<file path="config.mk">
export PLATFORM = sky130hd
export DESIGN_NAME = emx_mem_ctrl
export DESIGN_NICKNAME = d
export VERILOG_FILES = /design/src/core/emx_pkg.sv /design/src/core/emx_sel_stage.sv /design/src/core/emx_mem_ctrl.sv
export SDC_FILE = /design/constraint.sdc
export NUM_CORES = 1
export LEC_CHECK = 0
export ABC_AREA = 1
export BUFFER_PORTS_ARGS = -buffer_cell sky130_fd_sc_hd__clkbuf_2
export CAP_MARGIN = 20
export CORE_MARGIN = 5
export CORE_UTILIZATION = 50
export CTS_CLUSTER_SIZE = 40
export DETAILED_ROUTE_END_ITERATION = 7
export PLACE_DENSITY = 0.81
export SKIP_LAST_GASP = 1
export SYNTH_ARGS = -nofsm -noshare
export SYNTH_HDL_FRONTEND = slang
export SYNTH_SLANG_ARGS = --single-unit
</file>
<file path="constraint.sdc">
create_clock -name clk -period 2.3 [get_ports clk]
set_clock_uncertainty 0.15 [all_clocks]
set_input_delay 0.575 -clock clk [delete_from_list [all_inputs] [get_ports clk]]
set_output_delay 0.575 -clock clk [all_outputs]
set_load 0.02 [all_outputs]
</file>
<file path="src/core/emx_pkg.sv">
package emx_pkg;

	// Address widths and windows
	localparam int ADDR_W = 14;
	localparam int OVL_W = 4;
	localparam int LOW_W = 13;
	localparam int IO_ADDR_W = 11;
	localparam int IO_REGION_LSB = 9;
	localparam int WAIT_FIELD_W = 3;
	localparam int WAIT_W = 4;
	localparam int NUM_IO_REGIONS = 4;
	localparam logic [ADDR_W-1:0] PM_WINDOW_LO = 14'h2000;
	localparam logic [ADDR_W-1:0] DM_WINDOW_HI = 14'h1FFF;
	localparam logic [ADDR_W-1:0] MMR_BASE = 14'h3FE0;

	// Overlay selector codes for the two external windows
	localparam logic [OVL_W-1:0] OVL_EXT1 = 4'h1;
	localparam logic [OVL_W-1:0] OVL_EXT2 = 4'h2;

	// Select vector bit positions
	localparam int NUM_SEL = 4;
	localparam int SEL_PM = 0;
	localparam int SEL_DM = 1;
	localparam int SEL_BM = 2;
	localparam int SEL_IO = 3;

	// Composite enables after reset: all set but byte space
	localparam logic [NUM_SEL-1:0] CSE_RESET = 4'hB;

	// Access controller states
	typedef enum logic [3:0] {
		ST_IDLE = 4'h1,
		ST_STROBE = 4'h2,
		ST_DONE = 4'h4,
		ST_GRANT = 4'h8
	} emx_state_t;

	// Space of an access
	typedef enum logic [1:0] {
		SP_PM = 2'h0,
		SP_DM = 2'h1,
		SP_BM = 2'h2,
		SP_IO = 2'h3
	} emx_space_t;

	// Access request from the core
	typedef struct packed {
		logic valid;
		emx_space_t space;
		logic write;
		logic fetch;
		logic [ADDR_W-1:0] addr;
	} emx_req_t;

	// Completion report to the core
	typedef struct packed {
		logic done;
		logic err;
		logic internal_hit;
		logic mmr_hit;
	} emx_rsp_t;

endpackage

</file>
<file path="src/core/emx_sel_stage.sv">
`timescale 1ns/100ps

// Registered memory select outputs plus composite select
module emx_sel_stage #(
	parameter int N = 4
) (
	// Clock and reset
	input wire logic clk,
	input wire logic nrst,
	// Next-cycle selects, active high
	input wire logic [N-1:0] sel_next,
	input wire logic [N-1:0] enables,
	input wire logic release_next,
	// Pin side
	output logic [N-1:0] sel_n,
	output logic composite_n,
	output logic oe_n
);

	typedef struct packed {
		logic [N-1:0] sel_n;
		logic comp_n;
		logic oe_n;
	} emx_sel_st_t;

	emx_sel_st_t q, d;

	// Composite is built from the same next values, so it shares their timing
	always_comb begin
		d.sel_n = ~sel_next;
		d.comp_n = ~(|(sel_next & enables));
		d.oe_n = release_next;
		if (release_next) begin
			d.sel_n = '1;
			d.comp_n = 1'b1;
		end
	end

	// Select register
	always_ff @(posedge clk) begin
		if (!nrst) begin
			q <= '{sel_n: '1, comp_n: 1'b1, oe_n: 1'b0};
		end else begin
			q <= d;
		end
	end

	assign sel_n = q.sel_n;
	assign composite_n = q.comp_n;
	assign oe_n = q.oe_n;

endmodule

</file>
<file path="src/core/emx_mem_ctrl.sv">
// Operation
// Full mode: 24-bit PM, two 8K windows
// Overlay 0 or supported values select internal
// PM overlay 1/2: A13 low/high, 0x2000 window
// Host mode: overlay accesses use A0 only
// Host mode: no external instruction fetch
// 16-bit DM, top 32 words are registers
// DM overlay 1/2: A13 low/high, low window
// Internal DM single cycle; external uses wait
// I/O space 2048 words, upper bits undefined
// I/O reached only by dedicated I/O requests
// Four 3-bit I/O fields, up to 15
// I/O field chosen by address bits 10:9
// Host mode: outside logic extends I/O address
// Composite select shares the strobes' timing
// Composite select is OR of enabled selects
// Composite select released under bus grant
// Composite enables reset to one except byte
// Software writes zeros into reserved bits
// Fields without default are undefined after reset
// Memory mode strapped from flag pin in reset
// N wait states stretch strobe N cycles
// Unsupported overlay value selects nothing
`timescale 1ns/100ps

module emx_mem_ctrl #(
	parameter logic [15:0] PM_OVL_SUPPORTED = 16'h0001,
	parameter logic [15:0] DM_OVL_SUPPORTED = 16'h0001
) (
	// Clock and reset
	input wire logic clk,
	input wire logic nrst,
	// Mode strap, shared with the flag pin
	input wire logic flag_pin_two,
	output logic host_mode,
	// Overlay and wait configuration
	input wire logic [emx_pkg::OVL_W-1:0] program_overlay_select,
	input wire logic [emx_pkg::OVL_W-1:0] data_overlay_select,
	input wire logic [emx_pkg::WAIT_FIELD_W-1:0] data_ext_wait_count,
	input wire logic [emx_pkg::WAIT_W-1:0] byte_wait_count,
	input wire logic [emx_pkg::NUM_IO_REGIONS*emx_pkg::WAIT_FIELD_W-1:0] io_region_wait_counts,
	input wire logic wait_mode,
	// Composite select enable register
	input wire logic cse_wr,
	input wire logic [emx_pkg::NUM_SEL-1:0] cse_wdata,
	output logic [emx_pkg::NUM_SEL-1:0] composite_select_enables,
	// Core access port
	input wire emx_pkg::emx_req_t req,
	output logic req_ready,
	output emx_pkg::emx_rsp_t rsp,
	// Bus arbitration
	input wire logic bus_request,
	output logic bus_grant,
	// External memory pins
	output logic [emx_pkg::ADDR_W-1:0] ext_addr,
	output logic ext_rd_n,
	output logic ext_wr_n,
	output logic program_space_select_n,
	output logic data_space_select_n,
	output logic byte_space_select_n,
	output logic io_space_select_n,
	output logic composite_chip_select_n,
	output logic select_oe_n
);

	// Whole controller state
	typedef struct packed {
		emx_pkg::emx_state_t state;
		logic [emx_pkg::WAIT_W-1:0] cnt;
		logic [emx_pkg::ADDR_W-1:0] addr;
		logic rd;
		logic wr;
		logic [emx_pkg::NUM_SEL-1:0] sel;
		emx_pkg::emx_rsp_t rsp;
		logic host;
		logic [emx_pkg::NUM_SEL-1:0] cse;
	} emx_ctrl_st_t;

	localparam emx_ctrl_st_t CTRL_RESET = '{
		state: emx_pkg::ST_IDLE,
		cnt: '0,
		addr: '0,
		rd: 1'b0,
		wr: 1'b0,
		sel: '0,
		rsp: '0,
		host: 1'b0,
		cse: emx_pkg::CSE_RESET
	};

	emx_ctrl_st_t q, d;

	// Decode results for the request at the port
	logic dec_ext;
	logic dec_int;
	logic dec_err;
	logic dec_mmr;
	logic [emx_pkg::ADDR_W-1:0] dec_addr;
	logic [emx_pkg::NUM_SEL-1:0] dec_sel;
	logic [emx_pkg::WAIT_W-1:0] dec_wait;
	logic [1:0] io_region;
	logic [emx_pkg::WAIT_FIELD_W-1:0] io_field;
	logic release_next;

	// Field plus mode bit to a wait count of 0..15
	function automatic logic [emx_pkg::WAIT_W-1:0] wait_of(
		input logic [emx_pkg::WAIT_FIELD_W-1:0] field,
		input logic mode
	);
		logic [emx_pkg::WAIT_W-1:0] n;
		if (mode) begin
			n = {field, 1'b1};
		end else begin
			n = {1'b0, field};
		end
		return n;
	endfunction

	// Map an overlay window hit onto internal, external or nothing
	function automatic logic [2:0] ovl_map(
		input logic [emx_pkg::OVL_W-1:0] ovl,
		input logic [15:0] supported
	);
		logic [2:0] r;
		r = 3'h0;
		if (ovl == emx_pkg::OVL_EXT1 || ovl == emx_pkg::OVL_EXT2) begin
			r = 3'h1;
		end else if (supported[ovl]) begin
			r = 3'h2;
		end else begin
			r = 3'h4;
		end
		return r;
	endfunction

	// I/O wait field picked from address bits 10:9
	always_comb begin
		io_region = req.addr[emx_pkg::IO_REGION_LSB+1:emx_pkg::IO_REGION_LSB];
		io_field = io_region_wait_counts[io_region*emx_pkg::WAIT_FIELD_W +: emx_pkg::WAIT_FIELD_W];
	end

	// Address and space decode of the pending request
	always_comb begin
		logic [2:0] m;
		m = 3'h0;
		dec_ext = 1'b0;
		dec_int = 1'b0;
		dec_err = 1'b0;
		dec_mmr = 1'b0;
		dec_addr = req.addr;
		dec_sel = '0;
		dec_wait = '0;
		unique case (req.space)
			emx_pkg::SP_PM: begin
				if (req.addr >= emx_pkg::PM_WINDOW_LO) begin
					m = ovl_map(program_overlay_select, PM_OVL_SUPPORTED);
					// A13 tells the two external windows apart
					dec_addr = {program_overlay_select == emx_pkg::OVL_EXT2,
						req.addr[emx_pkg::LOW_W-1:0]};
				end else begin
					m = 3'h2;
				end
				dec_sel[emx_pkg::SEL_PM] = 1'b1;
				dec_wait = '0;
			end
			emx_pkg::SP_DM: begin
				if (req.addr <= emx_pkg::DM_WINDOW_HI) begin
					m = ovl_map(data_overlay_select, DM_OVL_SUPPORTED);
					dec_addr = {data_overlay_select == emx_pkg::OVL_EXT2,
						req.addr[emx_pkg::LOW_W-1:0]};
				end else begin
					m = 3'h2;
					dec_mmr = (req.addr >= emx_pkg::MMR_BASE);
				end
				dec_sel[emx_pkg::SEL_DM] = 1'b1;
				dec_wait = wait_of(data_ext_wait_count, wait_mode);
			end
			emx_pkg::SP_BM: begin
				m = 3'h1;
				dec_sel[emx_pkg::SEL_BM] = 1'b1;
				dec_wait = byte_wait_count;
			end
			emx_pkg::SP_IO: begin
				// Only the I/O request kind reaches this space
				m = 3'h1;
				dec_addr = {{(emx_pkg::ADDR_W-emx_pkg::IO_ADDR_W){1'b0}},
					req.addr[emx_pkg::IO_ADDR_W-1:0]};
				dec_sel[emx_pkg::SEL_IO] = 1'b1;
				dec_wait = wait_of(io_field, wait_mode);
			end
		endcase
		dec_ext = m[0];
		dec_int = m[1];
		dec_err = m[2];
		// Host mode cannot fetch code over the narrow external bus
		if (q.host && req.fetch && dec_ext) begin
			dec_ext = 1'b0;
			dec_err = 1'b1;
		end
		// Host mode drives only the lowest address line
		if (q.host) begin
			dec_addr = {{(emx_pkg::ADDR_W-1){1'b0}}, dec_addr[0]};
		end
		if (!dec_ext) begin
			dec_sel = '0;
		end
	end

	// Access sequencer
	always_comb begin
		d = q;
		d.rsp = '0;
		// Strap is followed all through reset and held after release
		d.host = nrst ? q.host : flag_pin_two;
		if (cse_wr) begin
			d.cse = cse_wdata;
		end
		unique case (q.state)
			emx_pkg::ST_IDLE: begin
				if (bus_request) begin
					d.state = emx_pkg::ST_GRANT;
				end else if (req.valid) begin
					if (dec_ext) begin
						d.state = emx_pkg::ST_STROBE;
						d.addr = dec_addr;
						d.sel = dec_sel;
						d.cnt = dec_wait;
						d.rd = !req.write;
						d.wr = req.write;
					end else begin
						// Internal hits and refused accesses finish next cycle
						d.state = emx_pkg::ST_DONE;
						d.rsp.err = dec_err;
						d.rsp.internal_hit = dec_int;
						d.rsp.mmr_hit = dec_mmr;
						d.rsp.done = 1'b1;
					end
				end
			end
			emx_pkg::ST_STROBE: begin
				if (q.cnt == '0) begin
					d.state = emx_pkg::ST_DONE;
					d.sel = '0;
					d.rd = 1'b0;
					d.wr = 1'b0;
					d.rsp.done = 1'b1;
				end else begin
					d.cnt = q.cnt - 1'b1;
				end
			end
			emx_pkg::ST_DONE: begin
				d.state = emx_pkg::ST_IDLE;
			end
			emx_pkg::ST_GRANT: begin
				if (!bus_request) begin
					d.state = emx_pkg::ST_IDLE;
				end
			end
		endcase
	end

	// Selects and composite are released while the bus is granted
	assign release_next = (d.state == emx_pkg::ST_GRANT);

	// State register
	always_ff @(posedge clk) begin
		if (!nrst) begin
			q <= CTRL_RESET;
			q.host <= d.host;
		end else begin
			q <= d;
		end
	end

	// Strobe pins with their composite copy
	emx_sel_stage #(
		.N(emx_pkg::NUM_SEL)
	) u_sel (
		.clk(clk),
		.nrst(nrst),
		.sel_next(d.sel),
		.enables(d.cse),
		.release_next(release_next),
		.sel_n({io_space_select_n, byte_space_select_n,
			data_space_select_n, program_space_select_n}),
		.composite_n(composite_chip_select_n),
		.oe_n(select_oe_n)
	);

	// Output drive
	assign host_mode = q.host;
	assign composite_select_enables = q.cse;
	assign req_ready = (q.state == emx_pkg::ST_IDLE) && !bus_request;
	assign rsp = q.rsp;
	assign bus_grant = (q.state == emx_pkg::ST_GRANT);
	assign ext_addr = q.addr;
	assign ext_rd_n = !q.rd;
	assign ext_wr_n = !q.wr;

endmodule

</file>
==> flow_summary.ini <==
[min_path]
min_path_cells = 1
whs_endpoint = host_mode
hold_path_startpoint = flag_pin_two
hold_class = input port to register

[logic_synthesis]
ys_types = 34
ys_ff_latch = 43
syn_area_per_cell_sq_um = 6.73
synthesis.nets = 422
yosysWarningCount = 0
synth_cells = 365
syn-cell-area_sq_um = 2450
seq_area_frac_synth_pct = 35.5

[cts]
cts_setup_buffers = 0
hold_buffers = 0
cts.clk_slew.worst_paths_ns = 0.08
cts.sinks = 43
cts_buffers = 5
cts-resized-gates = 0
cts_buffer_depth = 2
insertion_delay_ns = 0.30
root_buffer = clkbuf_8
cts_tree = yes
htreeDepth = 2

[power]
p_int_mw = 1.10
powerDensity_nw_per_um2 = 547
ir_drop_mv = 0.246
power_mw = 1.59
switchingPower_mw = 0.484
power.share.sequential_pct = 49.6
leakage_nw = 1.47
combinationalPowerShare_pct = 20.3
clock_power_share_pct = 30.1
p_sw_share_pct = 30.5

[die]
row_count = 25
die_h_um = 80.1
initial_core_util_pct = 51.6
die-area_sq_um = 6410
core_area_sq_um = 4750
fp.dieW_um = 80.1
io_pins = 89

[timing]
rsz0062_at_grt = no
setup_viol = 0
worst_pin_slew_ns = 0.329
fin_setup_tns_ns = 0
finalCritPeriodShare_pct = 91.4
hold_ws_ns = 0.313
hold_viol = 0
fmax_mhz = 476
fin_crit_ns = 2.10
slew_headroom_pct = 77.8
setup_ws_ns = 0.198
final-max-slew-violation-count = 0

[setup_path]
crit_path_end_kind = output pin
critPathSlowestCell = dfxtp_1
start_kind = register
critical_path_peak_fanout = 3
path_common_cell = nor2_1
reg2reg_from = q[36]
cp.required_ns = 1.57
cp.arrival_ns = 1.38
r2r.worst_path.cells = 10
crit_type = register to output pin
regToRegSetupSlack_ns = 0.53
slowest_delay_ns = 0.33
path_cells = nor2_1, nand3_2, nor2_1, clkbuf_2
reg2reg_to = u_sel.composite_n

[final_layout]
layout_common_cells = 88 x clkbuf_2, 84 x nand2_1, 44 x inv_1, 42 x dfxtp_1, 38 x nor2_1
fill_cells = 460
area.sequential_sq_um = 871
utilization_pct = 61.0
final_nets = 494
drive_gt1_share_pct = 27.2
final_common_cell = clkbuf_2
diodes = 0
multi_input_area_sq_um = 1200
area_growth_pct = 18.1

[place]
port_buffers = 88
gp_congestion = 0.912
dpl.hpwl_um = 5120
pre_cts_slack_ns = 0.171

[status]
status = complete, no violations

[global_routing]
grt_pass1_vias = 2435
grt_use_total_pct = 20.6
antenna_found_initial = 0
grt_max_degree = 19
grt_pass1_wl_um = 10600
overflow = 0

[drt]
dr.pass1.iters = 4
finalWirelength_um = 6310
avgRoutedWirePerCell_um = 12.5
ant_nets = 0
drc = 0
num_vias = 2546
drt-vias-per-instance = 5.04
drt_iter0_markers = 98

[job]
drv_cap = 0
## routing by layer
layer  track usage [%]  up-vias  share of wire, %
li1                  -     1309                 -
met1              24.6     1147                42
met2              35.8       78                49
met3              4.93       12               6.3
met4              7.43        0               2.0
met5                 0        -                 0
## per-stage QoR
stage	cells	cell area (sq um)
4_1_cts	505	2900
6_report	505	2900
3_5_place_dp	497	2820
3_3_place_gp	497	2820
5_1_grt	505	2900
2_1_floorplan	365	2450
## sequential cells by signal, summed over array words and instances (netlist names)
register / cells
ext_addr: 14
u_sel.composite_n: 1
q: 14
u_sel.oe_n: 1
u_sel.sel_n: 4
host_mode: 1
rsp: 4
composite_select_enables: 4
## how the worst max path moves through the flow
stage | from | endpoint | slack (ns) | cells after the start
2_1_floorplan | data_overlay_select[3] | ext_addr[0] | 0.46 | 11
3_3_place_gp | req[13] | ext_addr[11] | 0.23 | 12
3_5_place_dp | req[13] | ext_addr[11] | 0.17 | 12
4_1_cts | q[36] | req_ready | 0.22 | 4
5_1_grt | q[36] | req_ready | 0.07 | 4
6_report | q[36] | req_ready | 0.20 | 4
## cells by family (layout without fill, tap and decap cells)
logic type               count (synthesis)  count (layout)  synth area share, %
flip-flops                              43              43                 35.5
adder cells (fa/ha/maj)                  1               1                0.510
AO/OA/AOI/OAI                           59              59                 13.2
AND/OR/NAND/NOR                        185             185                 34.8
buffers and inverters                   76             149                 15.7
XOR/XNOR                                 1               1                0.357
## critical path: cells and delay by family (launching register included)
family | cells | cell delay [ns]
simple gates | 3 | 0.51
flops | 1 | 0.33
buf+inv | 1 | 0.23
## cell type report
type	instances	area share [%]
clock buffer	6	2.50
tap	67	2.89
inverter	47	6.17
multi-input combinational	246	41.3
timing repair buffer	94	16.7
clock inverter	2	0.388
sequential	43	30.0
## Yosys cell counts, drive strengths merged
cell / instances / area [sq um]
or2: 1 / 6.26
edfxtp: 1 / 30.0
a31oi: 2 / 12.5
inv: 46 / 175
o21ai: 25 / 125
nor4: 1 / 6.26
nand3: 40 / 235
dfxtp: 42 / 841
clkinv: 1 / 3.75
a211oi: 1 / 12.5
nand4: 9 / 56.3
ha: 1 / 12.5
nor3: 2 / 10.0
o22ai: 1 / 6.26
o211ai: 4 / 30.0
a21oi: 24 / 120
clkbuf: 4 / 15.0
nor2: 45 / 200
nand2: 87 / 339
o311ai: 1 / 8.76
xor2: 1 / 8.76
a22oi: 1 / 7.51
buf: 25 / 193
## power groups by stage
stage / Combinational, mW / Sequential (mW) / Clock (mW)
detailed placement: 0.319 / 0.805 / 0
global placement: 0.313 / 0.804 / 0
finish: 0.322 / 0.787 / 0.477
floorplan: 0.204 / 0.808 / 0
CTS: 0.321 / 0.787 / 0.485
global route: 0.364 / 0.790 / 0.515
(Power assumes the default switching activity.)
